**config.mk**
```make
export PLATFORM = sky130hd
export DESIGN_NAME = dual_mode_compare_timer
export DESIGN_NICKNAME = d
export VERILOG_FILES = /design/src/dual_mode_compare_timer_pkg.sv /design/src/dual_mode_compare_timer.sv
export VERILOG_INCLUDE_DIRS = /design/src
export SDC_FILE = /design/constraint.sdc
export NUM_CORES = 1
export LEC_CHECK = 0
export BUFFER_PORTS_ARGS = -buffer_cell sky130_fd_sc_hd__buf_2
export CAP_MARGIN = 40
export CORE_MARGIN = 4
export CORE_UTILIZATION = 45
export DETAILED_ROUTE_END_ITERATION = 6
export SLEW_MARGIN = 20
export SYNTH_ARGS = -nofsm -noshare
export SYNTH_HDL_FRONTEND = slang
export SYNTH_SLANG_ARGS = --single-unit
```
**constraint.sdc**
```tcl
create_clock -name clk_sys -period 3.45 [get_ports clk_sys]
set_clock_uncertainty 0.05 [all_clocks]
set_input_delay 0.5175 -clock clk_sys [delete_from_list [all_inputs] [get_ports clk_sys]]
set_output_delay 0.5175 -clock clk_sys [all_outputs]
set_load 0.01 [all_outputs]
```
**src/dual_mode_compare_timer_map.svh**
```systemverilog
// register map, field positions, reset values of the compare timer
`ifndef DUAL_MODE_COMPARE_TIMER_MAP_SVH
`define DUAL_MODE_COMPARE_TIMER_MAP_SVH
`define TMR_ADDR_CTRL 16'hFFB6
`define TMR_ADDR_STAT 16'hFFB7
`define TMR_ADDR_CNTH 16'hFFB8
`define TMR_ADDR_CNTL 16'hFFB9
`define TMR_ADDR_CMPH 16'hFFBA
`define TMR_ADDR_CMPL 16'hFFBB
`define TMR_CTRL_LVLH 7
`define TMR_CTRL_MSBH 6
`define TMR_CTRL_LVLL 3
`define TMR_CTRL_MSBL 2
`define TMR_STAT_HIGH_OVERFLOW_FLAG 7
`define TMR_STAT_HIGH_MATCH_FLAG 6
`define TMR_STAT_HIGH_OVERFLOW_IRQ_ENABLE 5
`define TMR_STAT_HIGH_CLEAR_ON_MATCH 4
`define TMR_STAT_LOW_OVERFLOW_FLAG 3
`define TMR_STAT_LOW_MATCH_FLAG 2
`define TMR_STAT_LOW_OVERFLOW_IRQ_ENABLE 1
`define TMR_STAT_LOW_CLEAR_ON_MATCH 0
`define TMR_STAT_FLAGS 8'hCC
`define TMR_CTRL_RST 8'h00
`define TMR_STAT_RST 8'h00
`define TMR_CNT_RST 8'h00
`define TMR_CMP_RST 8'hFF
`define TMR_WO_READ 8'hFF
`define TMR_UNMAPPED_READ 8'h00
`define TMR_PRESC_W 5
`endif

```
**src/dual_mode_compare_timer_pkg.sv**
```systemverilog
// types of the compare timer
package dual_mode_compare_timer_pkg;
  typedef struct packed {
    logic [15:0] addr;
    logic [7:0] wdata;
    logic wr;
    logic rd;
  } bus_req_t;
  typedef struct packed {
    logic highOutLevel;
    logic [2:0] highClockSelect;
    logic lowOutLevel;
    logic [2:0] lowClockSelect;
  } ctrl_t;
  typedef struct packed {
    logic high;
    logic low;
  } pair_t;
endpackage

```
**src/dual_mode_compare_timer.sv**
```systemverilog
// dual 8-bit or cascaded 16-bit up-counter with compare, toggle outputs and flags
// Operation
// (RULE_01) 16-bit up-counter of two cascaded 8-bit halves, or two independent halves
// (RULE_02) reset clears both counter halves to zero
// (RULE_03) reset sets both compare halves to all ones
// (RULE_04) high select msb 0 gives 16-bit mode, 1 gives two 8-bit timers
// (RULE_05) 16-bit mode: high half counts low overflows, low select clocks all
// (RULE_06) 8-bit mode high clock codes 100..111 give clk/32, /16, /4, /2
// (RULE_07) low clock: event pin when msb 0, else clk/32, /16, /4, /2
// (RULE_08) event counting uses rising or falling edge per outside edge select
// (RULE_09) 16-bit wrap sets high overflow flag, request when enable set
// (RULE_10) 8-bit wrap of each half sets own overflow flag and gated request
// (RULE_11) 16-bit compare equality sets high match flag and high request
// (RULE_12) 8-bit mode each half compared, match sets own flag and request
// (RULE_13) each half cleared on match per own clear bit; high bit in 16-bit mode
// (RULE_14) high toggle inverts per high match; low toggle per low match, 8-bit mode
// (RULE_15) writing output level bits drives toggle pins to that level at once
// (RULE_16) control register is write-only, holds levels and selects, resets zero
// (RULE_17) 16-bit mode counter and compare transfers pass through a byte latch
// (RULE_18) software avoids changing event pin function while the pin is low
// (RULE_19) upper byte first: write latches, low write commits, high read captures low
// (RULE_20) flags cleared only by writing 0 after reading 1, never set by software
// (RULE_21) 16-bit mode high clear bit clears whole counter on 16-bit match
`timescale 1ns/1ps
`include "dual_mode_compare_timer_map.svh"
module dual_mode_compare_timer
  import dual_mode_compare_timer_pkg::*;
(
  // clock and reset
  input wire logic clk_sys,
  input wire logic rst,
  // cpu byte bus
  input wire bus_req_t busReq,
  output logic [7:0] busRdata,
  // event pin and its edge select
  input wire logic eventInputPin,
  input wire logic eventEdgeSelect,
  // toggle pins
  output logic highToggleOut,
  output logic lowToggleOut,
  // interrupt request set pulses
  output logic highIrqRequest,
  output logic lowIrqRequest
);

  // prescaler tick for a two-bit divider code
  function automatic logic divTick(input logic [1:0] sel,
                                   input logic [`TMR_PRESC_W-1:0] p);
    unique case (sel)
      2'b00: divTick = &p[4:0];
      2'b01: divTick = &p[3:0];
      2'b10: divTick = &p[1:0];
      2'b11: divTick = p[0];
    endcase
  endfunction

  logic [`TMR_PRESC_W-1:0] presc_r;
  ctrl_t ctrl_r;
  logic [7:0] stat_r;
  logic [7:0] statArm_r;
  logic [7:0] cntH_r;
  logic [7:0] cntL_r;
  logic [7:0] cmpH_r;
  logic [7:0] cmpL_r;
  logic [7:0] temp_r;
  logic eventPrev_r;
  pair_t matchPrev_r;
  logic [7:0] cntH_nxt;
  logic [7:0] cntL_nxt;
  logic [7:0] stat_nxt;

  // address decode
  wire wrCtrl = busReq.wr && busReq.addr == `TMR_ADDR_CTRL;
  wire wrStat = busReq.wr && busReq.addr == `TMR_ADDR_STAT;
  wire wrCntH = busReq.wr && busReq.addr == `TMR_ADDR_CNTH;
  wire wrCntL = busReq.wr && busReq.addr == `TMR_ADDR_CNTL;
  wire wrCmpH = busReq.wr && busReq.addr == `TMR_ADDR_CMPH;
  wire wrCmpL = busReq.wr && busReq.addr == `TMR_ADDR_CMPL;
  wire rdStat = busReq.rd && busReq.addr == `TMR_ADDR_STAT;
  wire rdCntH = busReq.rd && busReq.addr == `TMR_ADDR_CNTH;

  // mode and clock selection
  wire mode8 = ctrl_r.highClockSelect[2]; // RULE_04
  wire eventEdge = eventEdgeSelect ? (eventInputPin && !eventPrev_r)
                                   : (!eventInputPin && eventPrev_r); // RULE_08
  wire lowTick = ctrl_r.lowClockSelect[2] ? divTick(ctrl_r.lowClockSelect[1:0], presc_r)
                                          : eventEdge; // RULE_07
  wire lowWrap = lowTick && cntL_r == 8'hFF;
  wire highTick = mode8 ? divTick(ctrl_r.highClockSelect[1:0], presc_r) // RULE_06
                        : lowWrap; // RULE_05
  wire highWrap = highTick && cntH_r == 8'hFF;

  // compare
  wire eqH = cntH_r == cmpH_r;
  wire eqL = cntL_r == cmpL_r;
  wire matchH = mode8 ? eqH : (eqH && eqL); // RULE_11
  wire matchL = mode8 && eqL; // RULE_12
  wire matchEvH = matchH && !matchPrev_r.high;
  wire matchEvL = matchL && !matchPrev_r.low;
  wire clrH = matchEvH && stat_r[`TMR_STAT_HIGH_CLEAR_ON_MATCH]; // RULE_13
  wire clrL = mode8 ? (matchEvL && stat_r[`TMR_STAT_LOW_CLEAR_ON_MATCH])
                    : clrH; // RULE_21
  wire ovfSetH = highWrap; // RULE_09
  wire ovfSetL = mode8 && lowWrap; // RULE_10

  // counter next values; cpu write beats counting
  always_comb begin
    cntL_nxt = cntL_r;
    if (clrL) begin
      cntL_nxt = `TMR_CNT_RST;
    end else if (lowTick) begin
      cntL_nxt = cntL_r + 8'h01; // RULE_01
    end
    if ((wrCntL && !mode8) || (wrCntL && mode8)) begin
      cntL_nxt = busReq.wdata;
    end
    cntH_nxt = cntH_r;
    if (clrH) begin
      cntH_nxt = `TMR_CNT_RST;
    end else if (highTick) begin
      cntH_nxt = cntH_r + 8'h01; // RULE_01
    end
    if (wrCntH && mode8) begin
      cntH_nxt = busReq.wdata;
    end else if (wrCntL && !mode8) begin
      cntH_nxt = temp_r; // RULE_19
    end
  end

  // status next value; hardware set wins over software clear
  wire [7:0] flagSet = {ovfSetH, matchEvH, 2'b00, ovfSetL, matchEvL, 2'b00};
  wire [7:0] flagClr = wrStat ? (statArm_r & ~busReq.wdata & `TMR_STAT_FLAGS)
                              : 8'h00; // RULE_20
  always_comb begin
    stat_nxt = stat_r & ~flagClr;
    if (wrStat) begin
      stat_nxt = (stat_nxt & `TMR_STAT_FLAGS) | (busReq.wdata & ~`TMR_STAT_FLAGS);
    end
    stat_nxt = stat_nxt | flagSet;
  end

  // read mux
  logic [7:0] rdMux;
  always_comb begin
    unique case (busReq.addr)
      `TMR_ADDR_CTRL: rdMux = `TMR_WO_READ; // RULE_16
      `TMR_ADDR_STAT: rdMux = stat_r;
      `TMR_ADDR_CNTH: rdMux = cntH_r;
      `TMR_ADDR_CNTL: rdMux = mode8 ? cntL_r : temp_r; // RULE_17
      `TMR_ADDR_CMPH: rdMux = cmpH_r;
      `TMR_ADDR_CMPL: rdMux = cmpL_r;
      default: rdMux = `TMR_UNMAPPED_READ;
    endcase
  end

  // prescaler and pin history
  always_ff @(posedge clk_sys or posedge rst) begin
    if (rst) begin
      presc_r <= '0;
      eventPrev_r <= 1'b0;
      matchPrev_r <= '0;
    end else begin
      presc_r <= presc_r + 5'd1;
      eventPrev_r <= eventInputPin;
      matchPrev_r <= '{high: matchH, low: matchL};
    end
  end

  // control register
  always_ff @(posedge clk_sys or posedge rst) begin
    if (rst) begin
      ctrl_r <= `TMR_CTRL_RST; // RULE_16
    end else if (wrCtrl) begin
      ctrl_r <= busReq.wdata;
    end
  end

  // counters
  always_ff @(posedge clk_sys or posedge rst) begin
    if (rst) begin
      cntH_r <= `TMR_CNT_RST; // RULE_02
      cntL_r <= `TMR_CNT_RST; // RULE_02
    end else begin
      cntH_r <= cntH_nxt;
      cntL_r <= cntL_nxt;
    end
  end

  // compare registers
  always_ff @(posedge clk_sys or posedge rst) begin
    if (rst) begin
      cmpH_r <= `TMR_CMP_RST; // RULE_03
      cmpL_r <= `TMR_CMP_RST; // RULE_03
    end else begin
      if (wrCmpH && mode8) begin
        cmpH_r <= busReq.wdata;
      end else if (wrCmpL && !mode8) begin
        cmpH_r <= temp_r; // RULE_17
      end
      if (wrCmpL) begin
        cmpL_r <= busReq.wdata;
      end
    end
  end

  // byte latch
  always_ff @(posedge clk_sys or posedge rst) begin
    if (rst) begin
      temp_r <= 8'h00;
    end else if (!mode8 && (wrCntH || wrCmpH)) begin
      temp_r <= busReq.wdata; // RULE_19
    end else if (!mode8 && rdCntH) begin
      temp_r <= cntL_r; // RULE_19
    end
  end

  // status and read arming
  always_ff @(posedge clk_sys or posedge rst) begin
    if (rst) begin
      stat_r <= `TMR_STAT_RST;
      statArm_r <= 8'h00;
    end else begin
      stat_r <= stat_nxt;
      if (rdStat) begin
        statArm_r <= stat_r & `TMR_STAT_FLAGS;
      end else if (wrStat) begin
        statArm_r <= 8'h00;
      end
    end
  end

  // toggle outputs
  always_ff @(posedge clk_sys or posedge rst) begin
    if (rst) begin
      highToggleOut <= 1'b0;
      lowToggleOut <= 1'b0;
    end else if (wrCtrl) begin
      highToggleOut <= busReq.wdata[`TMR_CTRL_LVLH]; // RULE_15
      lowToggleOut <= busReq.wdata[`TMR_CTRL_LVLL]; // RULE_15
    end else begin
      if (matchEvH) begin
        highToggleOut <= !highToggleOut; // RULE_14
      end
      if (matchEvL) begin
        lowToggleOut <= !lowToggleOut; // RULE_14
      end
    end
  end

  // read data and request pulses
  always_ff @(posedge clk_sys or posedge rst) begin
    if (rst) begin
      busRdata <= 8'h00;
      highIrqRequest <= 1'b0;
      lowIrqRequest <= 1'b0;
    end else begin
      if (busReq.rd) begin
        busRdata <= rdMux;
      end
      highIrqRequest <= matchEvH || (ovfSetH && stat_r[`TMR_STAT_HIGH_OVERFLOW_IRQ_ENABLE]); // RULE_09
      lowIrqRequest <= matchEvL || (ovfSetL && stat_r[`TMR_STAT_LOW_OVERFLOW_IRQ_ENABLE]); // RULE_10
    end
  end
endmodule

```
# --- Yosys cells after proc, flatten, opt, wreduce, memory -nomap -nowiden ---
# Index checks and enable logic that the tools add are counted.
op_classes:
  add_sub_neg: 3
  eq_ne: 16
  muxes: 28
  n_bitwise: 6
  reduce_logical: 51
ops:
  columns: ["cell", "count"]
  rows:
  - ["8-bit two-way mux", 16]
  - ["16-bit == test (second input constant)", 6]
  - ["8-bit case mux with 6 select lines", 1]
  - ["1-bit logical AND", 28]
  - ["8-bit by 1-bit adder with 8-bit output (second input constant)", 2]
  - ["8-bit bitwise AND", 2]
  - ["8-bit == test", 2]
  - ["8-bit == test (second input constant)", 2]
  - ["8-bit NOT", 2]
  - ["2-bit nonzero test", 5]
  - ["1-bit two-way mux", 9]
  - ["2-bit == test (second input constant)", 4]
  - ["8-bit by 6-bit OR with 8-bit output", 1]
  - ["8-bit OR", 1]
  - ["1-bit case mux with 4 select lines", 2]
  - ["1-bit zero test", 7]
  - ["5-bit by 1-bit adder with 5-bit output (second input constant)", 1]
  - ["5-bit AND reduction", 1]
  - ["2-bit by 1-bit == test with 1-bit output (second input constant)", 2]
  - ["2-bit zero test", 2]
  - ["1-bit logical OR", 4]
  - ["4-bit AND reduction", 1]
  - ["4-bit nonzero test", 1]
  - ["3-bit nonzero test", 1]
  - ["2-bit AND reduction", 1]
totals:
  register_bits: 82
  input_bits: 30
  output_inout_bits: 12
  wordCells: 122

# --- Depth between registers and ports, before layout ---
# Gate-level depths: netlist (run 1).
depth:
  depth_word: 10
  ltp_mapped: 11
  mapped_depth_nobuf: 10

# --- Least setup slack after synthesis (run 1) ---
# OpenSTA, ideal clock, no wires.
synth_path:
  path_kind: "reg-to-reg"
  startpoint: "register presc_r[0]"
  endpoint: "register cntH_r[1]"
  setup_time_ns: 0.119
  arrival_ns: 2.390
  t_required_ns: 3.281
  setup_slack_ns: 0.891
  path_stages_with_launch: 12
  n_path_buf: 1
  period_less_slack_ns: 2.559
  path_cell_list: "dfrtp_1 -> ha_1 -> and3_4 -> ha_1 -> nor2b_1 -> a2111oi_2 -> a311o_4 -> o41ai_4 -> buf_6 -> or3_1 -> o211ai_2 -> o21ai_2"
synth_via:
  elab_chain_cells: 6
  elab_cells_between_ends: 9
  cone_classes: "mux: 4; reduce/logical: 5"
synth_rtl:
  columns: ["item", "line", "text"]
  rows:
  - ["from (decl)", "dual_mode_compare_timer.sv:57", "logic [`TMR_PRESC_W-1:0] presc_r;"]
  - ["from (signal assigned)", "dual_mode_compare_timer.sv:163", "presc_r <= presc_r + 5'd1;"]
  - ["5-bit AND reduction (tied with other cells)", "dual_mode_compare_timer.sv:50", "2'b00: divTick = &p[4:0];"]
  - ["1-bit case mux with 4 select lines", "dual_mode_compare_timer.sv:49", "unique case (sel)"]
  - ["1-bit two-way mux", "dual_mode_compare_timer.sv:86", "wire lowTick = ctrl_r.lowClockSelect[2] ? divTick(ctrl_r.lowClockSelect[1:0], presc_r)"]
  - ["1-bit logical AND", "dual_mode_compare_timer.sv:88", "wire lowWrap = lowTick && cntL_r == 8'hFF;"]
  - ["1-bit two-way mux (*)", "dual_mode_compare_timer.sv:89", "wire highTick = mode8 ? divTick(ctrl_r.highClockSelect[1:0], presc_r)"]
  - ["4-bit nonzero test (no line) (*)", null, null]
  - ["to (signal assigned)", "dual_mode_compare_timer.sv:181", "cntH_r <= `TMR_CNT_RST;"]
  - ["to (signal assigned)", "dual_mode_compare_timer.sv:184", "cntH_r <= cntH_nxt;"]
  - ["to (decl)", "dual_mode_compare_timer.sv:61", "logic [7:0] cntH_r;"]
# Every way passes the cells marked *; elsewhere a longest branch is shown, timed or not.
# A chain may end at the register's enable or synchronous reset.

# --- Worst setup path after layout (run 1) ---
layout_path:
  startpoint: "register presc_r[0]"
  endpoint: "register cntH_r[6]"
# Same word-level chain as after synthesis.

==> summary.md, run 1 <==
Ranked by total cell area, the synthesized netlist is headed by sky130_fd_sc_hd__dfrtp_1 34%, sky130_fd_sc_hd__dfstp_2 9.3%, sky130_fd_sc_hd__nand2_1 4.8%. The final layout contains 535 nets. In the synthesized netlist, the number of instances is 457.

The number of vias per cell is 5.99, and the final number of max-transition violations is 0. The buffer type at the clock tree root was sky130_fd_sc_hd__clkbuf_8. In the finished design, the share of the clock period the worst path needs comes to 88.6%.

The count of nets left with antenna violations once routing finished came out at 0. The run gives 33 as the pin count of the biggest net entering global routing. Setup repair after global routing left no endpoint under its margin. Summed over all layers, the global routing overflow is 0. Traced cell by cell, the critical path runs through ha_1 -> and3_4 -> ha_1 -> nor2b_1 -> a2111oi_2 -> a311o_4 -> o41ai_4 -> and3_1 -> or3_1 -> a21oi_1.

The worst setup path is launched from a register. The run gives 45.9% as the normalized max-slew margin. For this design the ratio of total power to cell area is 357 mW/mm². Yosys mapped a number of flops with a built-in enable equal to 0. The minimum setup slack among reg-to-reg paths was 390 ps; the clock transition at the registers of the reported paths was 100 ps. Vertical die dimension: 108 µm. The HPWL after detailed placement is 9.52 mm.

IR analysis of the VDD net gives a maximum drop of 0.182 mV. The kind of cell with the highest combined delay along the critical path is compound AO/OA/AOI/OAI gates. The post-CTS resize count is 0. At the end of routability-driven placement, the weighted congestion stood at 0.860. After synthesis, the largest area contributor takes up 34.4% of total cell area.

The run gives 3,827 as the number of vias after detailed routing. The setup path with the least slack is of type register to register. The die width is 108 µm. The detailed-route wire length per cell is 20.1 µm. In this run, CTS created clock tree buffers numbering 9.

The number of levels in the clock H-tree is 3, and the starting utilization of the core area is 46.2%. The insertion delay of the later-clocked pin in the worst-skew pair came out at 370 ps. The clock period could shrink to 3060 ps. The maximum number of buffers from clock root to sink is 2.

Sequential elements use 43.7% of the synthesized area. The final hold violation count came out at 0. The fraction of layout cells with a size suffix above 1 works out to 25.1%.

The number of global-route vias before repair was 3,847; the number of remaining DRC errors was 0. The tools report the highest clock frequency the design can meet as 0.327 GHz. The share of flip-flops with an asynchronous set or reset after synthesis was 100%; the number of placement rows was 36. The total clock sinks came out at 78. The layer flagged by global routing as most heavily used is met2.

During I/O placement, the number of pins put on the boundary was 42. Buffers added to address setup during post-CTS repair amount to 0. The cell with the most instances after synthesis is sky130_fd_sc_hd__dfrtp_1. The tools report the number of distinct library cells after synthesis as 68. The global-route track usage on met1 came out at 33.5%.

The cell type of the slowest stage on the worst timing path is sky130_fd_sc_hd__o41ai_4. The wire length of the first global-routing pass came out at 21.0 mm. The reg-to-reg critical path endpoint is cntH_r[6].

The worst-case reg-to-reg path depth was 10. The overall track demand over capacity in global routing is 23.6%. The tools report the count of max-cap constraint violations as 0. Counting buffers and inverters, the worst setup path is 10 cells deep.

The number of antenna violations at the first check in global routing came out at 0. Tracing the worst setup path back leads to its startpoint at presc_r[0]. The tools report the source of the worst register-to-register timing path as presc_r[0]. Setup violations remaining at the end of the flow were counted as 0. The cell area that synthesis handed to floorplanning was 0.00451 mm².

The flow ran to the end, and the final reports show no timing, DRC or antenna violations. TritonCTS built the clock tree. Counting both buffers and inverters, the worst setup path holds a total of 0. In this run, synthesis produced a sequential element count of 78.

For this block, the initial DRC count from the detailed router was 399. The met3 layer usage reported by global route was 4.30%; the required time of the critical path was 3640 ps. The repair_antennas step left the layout with diodes totalling 0. After synthesis, the mean cell area works out to 9.87 µm².

The total area inside the core boundary comes to 0.00977 mm². In this run, post-CTS hold repair placed 0 buffers. The tools report the worst hold margin as 65.1 ps. The biggest area contributor in the post-synthesis netlist is sky130_fd_sc_hd__dfrtp_1. For the worst setup path, the data arrival time is 3250 ps. The logs give 2.36 nW for the leakage power of the design and 0 ps for the sum of negative setup slack. The commonest cells after synthesis are 62 x sky130_fd_sc_hd__dfrtp_1, 58 x sky130_fd_sc_hd__nand2_1, 43 x sky130_fd_sc_hd__nor2_1. From synthesis to final layout, the design area changed by 12.1%. In this run the worst setup path terminates at cntH_r[6].

In this run the worst path has a maximum fanout of 12. The category of the worst setup path capture point was a register. The highest cell delay on the worst timing path is 740 ps. In this run the worst hold path is classified as input pin to asynchronous set/reset pin. The logs give 491 for the total nets after synthesis and 899 for the fill cell instance count of the final layout. Global routing consumed, on the met2 layer, 36.7% of the routing resources.

Summed over all layers, the routed wires come to 12.9 mm. The tools report the die footprint as 0.0117 mm². For this run, the number of Yosys warnings is 0. The most frequent cell on the critical path was sky130_fd_sc_hd__ha_1. The number of detailed-routing iterations run before antenna repair is 5. For the pin with the worst max-slew slack, the measured transition is 803 ps. The total of buffers placed on input and output ports works out to 41. The most used flip-flop cell after synthesis is sky130_fd_sc_hd__dfrtp_1.
-- state kept, by name, summed over array words and instances (netlist names), 4 cells and up --
| register | flops |
|---|---|
| cmpL_r | 8 |
| ctrl_r | 6 |
| cmpH_r | 8 |
| cntL_r | 8 |
| presc_r | 5 |
| temp_r | 8 |
| cntH_r | 8 |
| busRdata | 8 |
| statArm_r | 4 |
| stat_r | 8 |
-- layout make-up --
class | count | area [µm²] | share of cell area, %
Inverter | 10 | 38.8 | 0.767
Clock inverter | 5 | 65.1 | 1.29
Multi-Input combinational cell | 351 | 2390 | 47.2
Tap cell | 133 | 166 | 3.29
Clock buffer | 11 | 151 | 2.99
Timing Repair Buffer | 51 | 280 | 5.54
Sequential cell | 78 | 1970 | 39.0
-- per-stage QoR --
step                std cells  util, %  instance area (µm²)  worst slack (ps)  total power (W)
CTS                       639     51.8                 5060               419          0.00182
floorplan                 457        -                 4510               891          0.00101
finish                    639     51.8                 5060               394          0.00181
global placement          623     49.6                 4840               541          0.00107
global route              639     51.8                 5060               160          0.00188
detailed placement        623     49.6                 4840               452          0.00107
-- routing by layer --
metal / part of all wire [%] / up-vias
li1: - / 1751
met1: 44 / 1858
met2: 46 / 202
met3: 8.5 / 16
met4: 1.7 / 0
met5: 0 / -
-- worst register-to-register path, cell delays in order, from the launching register on --
cell and delay (ps):
sky130_fd_sc_hd__dfrtp_1 410, sky130_fd_sc_hd__ha_1 250, sky130_fd_sc_hd__and3_4 220, sky130_fd_sc_hd__ha_1 150, sky130_fd_sc_hd__nor2b_1 170, sky130_fd_sc_hd__a2111oi_2 70, sky130_fd_sc_hd__a311o_4 370, sky130_fd_sc_hd__o41ai_4 740
sky130_fd_sc_hd__and3_1 320, sky130_fd_sc_hd__or3_1 120, sky130_fd_sc_hd__a21oi_1 60
-- where the power goes --
part / leakage (nW) / total, W / internal (W) / switching [W]
sequential: 0.976 / 0.000940 / 0.000930 / 0.0000105
clock: 0.111 / 0.000753 / 0.000382 / 0.000371
combinational: 1.27 / 0.000114 / 0.0000393 / 0.0000750
total: 2.36 / 0.00181 / 0.00135 / 0.000456
-- layout by cell type (no fill, tap or decap), drive strengths merged, types with 4 or more instances in the layout --
cell type  Yosys  layout
dfrtp         62      62
a22oi          4       4
nor4           6       6
buf            8      51
inv           10      11
nor3           8       8
or3            6       6
clkbuf        10      11
a32o           4       4
ha             4       4
mux2i         15      15
a222oi         7       7
nand2b         6       6
and3          11      11
nand2         59      59
o22ai          4       4
nand3         16      16
a221oi         7       7
mux2          19      19
nor2          44      44
xor2          21      21
dfstp         16      16
nor2b          5       5
xnor2          6       6
a21oi         32      32
nand4          5       5
o21ai         23      23
-- how the worst min path moves through the flow --
stage / endpoint / start / cells past startpoint
after global routing: statArm_r[3] / rst / 2
after detailed placement: cmpH_r[2] / cmpH_r[2] / 2
after floorplan: presc_r[3] / presc_r[3] / 1
after global placement: cmpH_r[3] / cmpH_r[3] / 2
after CTS: busRdata[7] / rst / 2
final: busRdata[7] / rst / 2
-- cell families (layout without fill, tap and decap cells) --
logic type               Yosys count  after routing  share of synthesized area (%)
XOR/XNOR                          27             27                           5.41
multiplexers                      35             35                           8.65
adder cells (fa/ha/maj)            4              4                           1.11
buffers and inverters             28             77                           3.41
AND/OR/NAND/NOR                  178            178                           20.2
flip-flops                        78             78                           43.7
AO/OA/AOI/OAI                    107            107                           17.5
Power figures use the tool's default switching activity.
==> run 2: changes to the inputs <==
ABC_AREA = 1   (was default)
==> run 2 against run 1 <==
Sequential cell count is the same. Die area grew 3.1%. Largest cell class unchanged. Critical path depth grew 4. Register-to-register slack gained 580 ps. Global-route usage grew 1.3 points. Total power grew 8.0%.
==> summary.md, run 2 <==
The cell accounting for the most synthesized area is sky130_fd_sc_hd__dfrtp_1 (unchanged). The total clock buffers created by CTS was 9 (unchanged); the final hold violation count was 0 (unchanged). The area growth from synthesis to final layout works out to 11.6% (was 12.1%). The buffer type at the clock tree root was sky130_fd_sc_hd__clkbuf_8 (unchanged). The number of synthesized flops with an enable pin is 0 (unchanged), and the final clock period utilization by the worst path is 71.7% (was 88.6%). The vertical die dimension was 110 µm (was 108 µm); the maximum number of buffers from clock root to sink was 2 (unchanged). The fill cell instance count of the final layout is 979 (was 899), and the number of remaining DRC errors is 0 (unchanged). The synthesized instance count is 612 (was 457), and the actual transition at the worst max-transition pin is 651 ps (was 803 ps). The wire length of the first global-routing pass is 22.5 mm (was 21.0 mm). Overall track demand over capacity in global routing: 24.9% (was 23.6%). The largest family of logic cells by synthesized area was simple AND/OR/NAND/NOR gates (unchanged).

The tools report the total nets after synthesis as 646 (was 491). For the sum of negative setup slack, the log shows 0 ps (unchanged). The total of buffers placed on input and output ports is 41 (unchanged), and the die width is 110 µm (was 108 µm). For the post-CTS resize count, the log shows 0 (unchanged).

The final number of max-transition violations came out at 0 (unchanged). The run gives 10.5 mm (was 9.52 mm) as the detailed-placement wirelength estimate. The share of total power in sequential cells was 51.3% (was 52.0%); the number of inserted diodes was 0 (unchanged). The kind of start point of the critical path is a register (unchanged). The highest metal layer with signal wires was met4 (unchanged). The flow ran to the end, and the final reports show no timing, DRC or antenna violations.

The area of the core was 0.00991 mm² (was 0.00977 mm²). The highest cell delay on the worst timing path was 410 ps (was 740 ps). The category of the worst setup path capture point is a register (unchanged). For the die footprint, the log shows 0.0121 mm² (was 0.0117 mm²). The tools report the number of vias after detailed routing as 4,318 (was 3,827). For the total clock sinks, the log shows 78 (unchanged). The most frequently used flop master after synthesis is sky130_fd_sc_hd__dfrtp_1 (unchanged). The maximum vdd ir drop is 0.258 mV (was 0.182 mV), and the share of total power in combinational logic is 12.4% (was 6.3%). The met3 wirelength from detailed routing was 1.05 mm (was 1.10 mm); the simple-gate share of the synthesized area was 31.2% (was 20.2%). The cell type of the slowest stage on the worst timing path is sky130_fd_sc_hd__dfrtp_1 (was sky130_fd_sc_hd__o41ai_4).

The synthesis warning total is 0 (unchanged), and the largest fanout of any net on the critical path is 9 (was 12). The starting utilization of the core area came out at 47.1% (was 46.2%). The remaining number of nets flagged by the antenna check after routing was 0 (unchanged). The share of total power consumed by net switching is 29.4% (was 25.3%).

Leading post-synthesis cells by instance count: 185 x sky130_fd_sc_hd__nand2_1, 68 x sky130_fd_sc_hd__inv_1, 62 x sky130_fd_sc_hd__dfrtp_1 (was 62 x sky130_fd_sc_hd__dfrtp_1, 58 x sky130_fd_sc_hd__nand2_1, 43 x sky130_fd_sc_hd__nor2_1). The area share of fa/ha/maj cells after synthesis was 1.07% (was 1.11%). Setup repair after global routing left no endpoint under its margin. For the signal arrival time at the worst endpoint, the log shows 2690 ps (was 3250 ps). The synthesized flop and latch total works out to 78 (unchanged).

Worst min-delay path category: input pin to asynchronous set/reset pin (unchanged). The mux contribution to synthesized area came out at 0% (was 8.65%). Total of endpoints with negative setup slack in the final report: 0 (unchanged). The cell with the most instances after synthesis was sky130_fd_sc_hd__nand2_1 (was sky130_fd_sc_hd__dfrtp_1). For the multi-input logic area, the log shows 0.00232 mm² (was 0.00239 mm²).

The number of placement rows is 36 (unchanged), and the highest clock frequency the design can meet is 0.404 GHz (was 0.327 GHz). The insertion delay of the later-clocked pin in the worst-skew pair is 370 ps (about the same). Most frequent cells in the layout: 185 x sky130_fd_sc_hd__nand2_1, 67 x sky130_fd_sc_hd__inv_1, 62 x sky130_fd_sc_hd__dfrtp_1 (was 62 x sky130_fd_sc_hd__dfrtp_1, 58 x sky130_fd_sc_hd__nand2_1, 43 x sky130_fd_sc_hd__nor2_1). The run gives 0.00197 mm² (unchanged) as the area of all sequential standard cells.

Top cells by area in the synthesized netlist: sky130_fd_sc_hd__dfrtp_1 33%, sky130_fd_sc_hd__nand2_1 15%, sky130_fd_sc_hd__dfstp_2 9.0% (was sky130_fd_sc_hd__dfrtp_1 34%, sky130_fd_sc_hd__dfstp_2 9.3%, sky130_fd_sc_hd__nand2_1 4.8%). The logs give 303 (was 399) for the iteration-0 DRC count of the detailed router and 689 (was 535) for the number of nets in the finished design. The tools report the count of max-cap constraint violations as 0 (unchanged). The run gives 0 (unchanged) as the buffers inserted during post-CTS setup optimization. TritonCTS built the clock tree. The run gives 0 (unchanged) as the number of antenna violations at the first check in global routing. The detailed-route wire length per cell came out at 17.9 µm (was 20.1 µm). The parity-gate share of the synthesized area counting xor and xnor cells was 4.32% (was 5.41%).

The path type of the worst setup path is register to register (unchanged). The wire length on met1 is 6.53 mm (was 5.63 mm). For the core occupancy in the finished layout, the log shows 52.5% (was 51.8%). Fraction of layout cells with a size suffix above 1: 16.7% (was 25.1%). The tools report the routed wire length as 14.2 mm (was 12.9 mm). The sequential fraction of the synthesis area was 42.3% (was 43.7%).

The number of distinct library cells after synthesis was 40 (was 68). The post-synthesis compound-gate area fraction is 13.2% (was 17.5%), and the pin count of the biggest net entering global routing is 30 (was 33). The tools report the count of boundary I/O pins as 42 (unchanged). The clock transition at the registers of the reported paths is 90 ps (was 100 ps). The run gives 3670 ps (was 3640 ps) as the required time of the critical path. The most common library cell in the layout ignoring fill and taps was sky130_fd_sc_hd__nand2_1 (was sky130_fd_sc_hd__dfrtp_1).

The hold-fix buffer count after cts was 0 (unchanged); the final estimated routing congestion in global placement was 0.944 (was 0.860). Final critical path time including I/O delays and setup: 2470 ps (was 3060 ps). The logs give 5 (unchanged) for the number of detailed-routing iterations run before antenna repair and 6.20 mm (was 5.92 mm) for the routed length on met2.

The share of Yosys cell area claimed by the top area cell type came out at 33.3% (was 34.4%). For the cell-internal power, the log shows 0.00138 W (was 0.00135 W). The number of vias per cell is 5.45 (was 5.99), and the average footprint of a synthesized cell is 7.62 µm² (was 9.87 µm²). The number of levels in the clock H-tree was 3 (unchanged); the net load switching power was 0.000575 W (was 0.000456 W).

Cell chain of the critical path: ha_1 -> nand3_1 -> inv_1 -> ha_1 -> a21oi_1 -> o21ai_0 -> nand3_1 -> o21ai_0 -> nand3_1 -> nand2_1 -> inv_2 -> nand3b_2 -> nand3_1 -> nand2_1 (was ha_1 -> and3_4 -> ha_1 -> nor2b_1 -> a2111oi_2 -> a311o_4 -> o41ai_4 -> and3_1 -> or3_1 -> a21oi_1). The number of global-route vias before repair is 4,044 (was 3,847), and the share of flip-flops with an asynchronous set or reset after synthesis is 100% (unchanged). The power density normalized to cell area is 375 mW/mm² (was 357 mW/mm²), and the power share of the clock group is 36.3% (was 41.7%). The most frequent cell on the critical path was sky130_fd_sc_hd__nand3_1 (was sky130_fd_sc_hd__ha_1). The leakage power of the design was 2.44 nW (was 2.36 nW).

The tools report the synthesized cell area as 0.00466 mm² (was 0.00451 mm²). The normalized max-slew margin was 56.5% (was 45.9%). For the remaining global-route overflow, the log shows 0 (unchanged).
run 2: final timing paths:
kind                               start          end  slack (ps)  cells past startpoint
setup / recovery              presc_r[0]    cntH_r[1]         980                     14
hold / removal                       rst    stat_r[2]         100                      2
hold reg to reg               presc_r[3]   presc_r[3]         430                      1
setup reg to reg              presc_r[0]    cntH_r[1]         980                     14
max in group asynchronous            rst    cmpH_r[0]        2410                      4
min in group clk_sys       eventInputPin  eventPrev_r         220                      1
run 2: stage by stage:
step	worst slack [ps]	instances	instance area, µm²	total power (W)	hold WS (ps)
CTS	966	793	5200	0.00197	116
finish	976	793	5200	0.00195	105
global placement	942	776	4990	0.00125	413
global route	701	793	5200	0.00204	147
floorplan	914	612	4660	0.00118	395
detailed placement	898	777	5010	0.00126	416
run 2: power by group through the flow:
stage          Combinational [W]  Clock (W)  Sequential [W]
3_3_place_gp            0.000235          0         0.00102
3_5_place_dp            0.000244          0         0.00102
6_report                0.000243   0.000709         0.00100
5_1_grt                 0.000277   0.000760         0.00100
4_1_cts                 0.000245   0.000725         0.00100
2_1_floorplan           0.000187          0        0.000991
run 2: cell families (layout without fill, tap and decap cells):
kind of cell / Yosys count / count (layout)
flops: 78 / 78
xor+xnor: 23 / 23
fa+ha+maj: 4 / 4
simple gates: 316 / 316
compound gates: 100 / 100
buf+inv: 91 / 139
run 2: critical path: cells and delay by family, from the launching register on:
family	cells	cell delay (ps)
AO/OA/AOI/OAI	3	370
adder cells (fa/ha/maj)	2	440
buffers and inverters	2	250
flip-flops	1	410
AND/OR/NAND/NOR	7	880
run 2: per-layer routing:
metal / GRT usage [%] / up-vias
li1: - / 2118
met1: 36.0 / 2009
met2: 37.0 / 167
met3: 4.40 / 24
met4: 9.08 / 0
met5: 0 / -
run 2: final cells by class:
cell class                 count  area share (%)
inverter                      77            5.58
timing repair buffer          46            4.91
clock buffer                   9            2.38
tap                          133            3.20
multi-input combinational    443            44.7
clock inverter                 7            1.39
sequential                    78            37.9
==> run 3: changes to the inputs <==
PLACE_DENSITY = 0.66   (was default)
clock period = 2.2 ns   (was 3.45 ns; I/O delays follow)
==> run 3 against run 2 <==
Die area stayed put. Register-to-register slack worse by 870 ps. Clock power is 69% higher. Critical path depth is 3 lower. Core utilization is 3.4 points higher. Worst setup slack worse by 870 ps. Via count is 5.4% higher. Final cell count is 3.5% higher. Combinational power is 88% higher. Sequential power is 53% higher. Count of clock-buffer cells in the layout is 1 higher.
==> summary.md, run 3 (synthesis results as in run 2) <==
The starting utilization of the core area was 47.1% (unchanged). The share of total power in combinational logic is 14.3% (was 12.4%), and the total of endpoints with negative setup slack in the final report is 0 (unchanged). Detailed-route wire length per cell: 17.9 µm (about the same). The run finished with clean final reports. The worst min-delay path category was input pin to register (was input pin to asynchronous set/reset pin).

The run gives 0 (unchanged) as the final hold violation count. The source of the worst register-to-register timing path was cmpL_r[2] (was presc_r[0]). The signal arrival time at the worst endpoint came out at 2300 ps (was 2690 ps). Maximum number of buffers from clock root to sink: 2 (unchanged).

Most frequent cells in the layout: 183 x sky130_fd_sc_hd__nand2_1, 67 x sky130_fd_sc_hd__inv_1, 62 x sky130_fd_sc_hd__dfrtp_1 (was 185 x sky130_fd_sc_hd__nand2_1, 67 x sky130_fd_sc_hd__inv_1, 62 x sky130_fd_sc_hd__dfrtp_1). The number of remaining DRC errors is 0 (unchanged), and the share of total power consumed by net switching is 27.5% (was 29.4%). The remaining global-route overflow was 0 (unchanged).

The cell type of the slowest stage on the worst timing path is sky130_fd_sc_hd__dfstp_2 (was sky130_fd_sc_hd__dfrtp_1). The tools report the category of the worst setup path capture point as a register (unchanged). The logs give 0.00231 W (was 0.00138 W) for the cell-internal power and 2.62 nW (was 2.44 nW) for the leakage power of the design.

The maximum vdd ir drop came out at 0.400 mV (was 0.258 mV). The number of nets in the finished design was 717 (was 689). The run gives 375 (was 303) as the iteration-0 DRC count of the detailed router.

The startpoint of the worst setup timing path is cmpL_r[2] (was presc_r[0]). The routed wire length is 14.7 mm (was 14.2 mm). The largest fanout of any net on the critical path works out to 5 (was 9). For the overall track demand over capacity in global routing, the log shows 25.8% (was 24.9%). Cell chain of the critical path: xnor2_1 -> nand2_1 -> nor2_2 -> nand2_2 -> a21oi_4 -> buf_6 -> nand3_4 -> nand3_1 -> nand2_1 -> nand3_2 -> nand2_1 (was ha_1 -> nand3_1 -> inv_1 -> ha_1 -> a21oi_1 -> o21ai_0 -> nand3_1 -> o21ai_0 -> nand3_1 -> nand2_1 -> inv_2 -> nand3b_2 -> nand3_1 -> nand2_1).

The number of antenna violations at the first check in global routing was 0 (unchanged). For the remaining number of nets flagged by the antenna check after routing, the log shows 0 (unchanged). The most frequent cell on the critical path was sky130_fd_sc_hd__nand2_1 (was sky130_fd_sc_hd__nand3_1). The power share of the clock group is 37.8% (was 36.3%). The sum of negative setup slack is 0 ps (unchanged), and the power density normalized to cell area is 574 mW/mm² (was 375 mW/mm²). The non-filler instance count after layout is 821 (was 793), and the number of global-route vias before repair is 4,352 (was 4,044). The die width is 110 µm (unchanged). The area growth from synthesis to final layout is 18.9% (was 11.6%). The buffer type at the clock tree root was sky130_fd_sc_hd__clkbuf_8 (unchanged).

The share of total power in sequential cells came out at 47.9% (was 51.3%). Number of inserted diodes: 0 (unchanged). In this run the most critical hold path is launched from eventInputPin. The total clock sinks is 78 (unchanged), and the final estimated routing congestion in global placement is 0.954 (was 0.944). The count of boundary I/O pins is 42 (unchanged). The run gives 4,550 (was 4,318) as the number of vias after detailed routing. The required time of the critical path was 2400 ps (was 3670 ps); the die footprint was 0.0121 mm² (unchanged). The fraction of layout cells with a size suffix above 1 works out to 21.8% (was 16.7%). TritonCTS built the clock tree. The area of the core was 0.00991 mm² (unchanged). The normalized max-slew margin came out at 58.7% (was 56.5%). The number of placement rows is 36 (unchanged), and the actual transition at the worst max-transition pin is 619 ps (was 651 ps).

The logs give 360 ps (was 370 ps) for the insertion delay of the later-clocked pin in the worst-skew pair and 800 (was 777) for the number of cells after detailed placement. Fill cell instance count of the final layout: 952 (was 979). The placed standard-cell area came out at 0.00518 mm² (was 0.00501 mm²).

The highest cell delay on the worst timing path works out to 580 ps (was 410 ps). The tools report the highest clock frequency the design can meet as 0.477 GHz (was 0.404 GHz). The final clock period utilization by the worst path is 95.3% (was 71.7%). Most common library cell in the layout ignoring fill and taps: sky130_fd_sc_hd__nand2_1 (unchanged). The run gives 59 (was 30) as the pin count of the biggest net entering global routing. Number of detailed-routing iterations run before antenna repair: 5 (unchanged). Kind of start point of the critical path: a register (unchanged). The tools report the post-layout instance area as 0.00555 mm² (was 0.00520 mm²). The number of levels in the clock H-tree is 3 (unchanged). For the core occupancy in the finished layout, the log shows 56.0% (was 52.5%).

The cell family with the largest share of critical-path delay was simple AND/OR/NAND/NOR gates (unchanged). The total of buffers placed on input and output ports was 41 (unchanged); the final critical path time including I/O delays and setup was 2100 ps (was 2470 ps). Setup repair after global routing could not meet its margin everywhere.

The run gives 0.000876 W (was 0.000575 W) as the net load switching power. The count of buffering cells on the critical path with inverters included works out to 1 (was 2). For the total clock buffers created by CTS, the log shows 9 (unchanged).

The final number of max-transition violations is 0 (unchanged), and the clock transition at the registers of the reported paths is 80 ps (was 90 ps). The number of vias per cell was 5.54 (was 5.45); the vertical die dimension was 110 µm (unchanged). Path type of the worst setup path: register to register (unchanged).

The run gives 48.9 ps (was 105 ps) as the worst hold margin. The count of max-cap constraint violations is 0 (unchanged). The detailed-placement wirelength estimate was 10.7 mm (was 10.5 mm). For the wire length of the first global-routing pass, the log shows 23.4 mm (was 22.5 mm).
[run 3: power by group through the flow]
stage | Sequential (W) | Clock, W | Combinational (W)
3_3_place_gp | 0.00155 | 0 | 0.000443
2_1_floorplan | 0.00155 | 0 | 0.000293
6_report | 0.00153 | 0.00120 | 0.000456
5_1_grt | 0.00154 | 0.00128 | 0.000525
3_5_place_dp | 0.00156 | 0 | 0.000456
4_1_cts | 0.00153 | 0.00121 | 0.000461
[run 3: routing by layer]
metal | global-route usage [%] | routed length (µm)
met1 | 37.8 | 6550
met2 | 37.6 | 6510
met3 | 4.46 | 1230
met4 | 10.3 | 414
met5 | 0 | 0
[run 3: final timing paths]
kind                                     end  slack [ps]  depth (start not counted)
worst max register to register     cntH_r[5]         100                         11
max in group asynchronous          cmpH_r[0]         900                          4
worst min register to register    presc_r[3]         430                          1
min in group asynchronous       statArm_r[3]         480                          3
worst max-delay path               cntH_r[5]         100                         11
worst min-delay path             eventPrev_r          50                          1
[run 3: repair_timing]
action	in CTS	in global routing
setup buffers	0	3
pin swaps	0	11
cloned	0	1
gates resized for setup	1	22
hold endpoints to repair	20	0
hold buffers	1	0
setup endpoints to repair	8	16
[run 3: cell type report]
type                       instances  area (µm²)  share of cell area [%]
timing repair buffer              73         480                    8.66
tap                              133         166                    3.00
sequential                        78        1970                    35.6
clock inverter                     6        86.3                    1.56
inverter                          77         298                    5.37
multi-input combinational        444        2410                    43.5
clock buffer                      10         128                    2.30
[run 3: per-stage QoR]
step / setup WS, ps / power (W)
6_report: 103 / 0.00318
5_1_grt: -41.5 / 0.00334
4_1_cts: 3.20 / 0.00320
3_5_place_dp: -48.6 / 0.00201
3_3_place_gp: 25.5 / 0.00200
2_1_floorplan: 101 / 0.00185
[run 3: worst register-to-register path, delay by kind of cell (launching register included)]
kind / cells / cell delay, ps
AO/OA/AOI/OAI: 1 / 260
buffers and inverters: 1 / 140
flip-flops: 1 / 580
AND/OR/NAND/NOR: 8 / 840
XOR/XNOR: 1 / 120
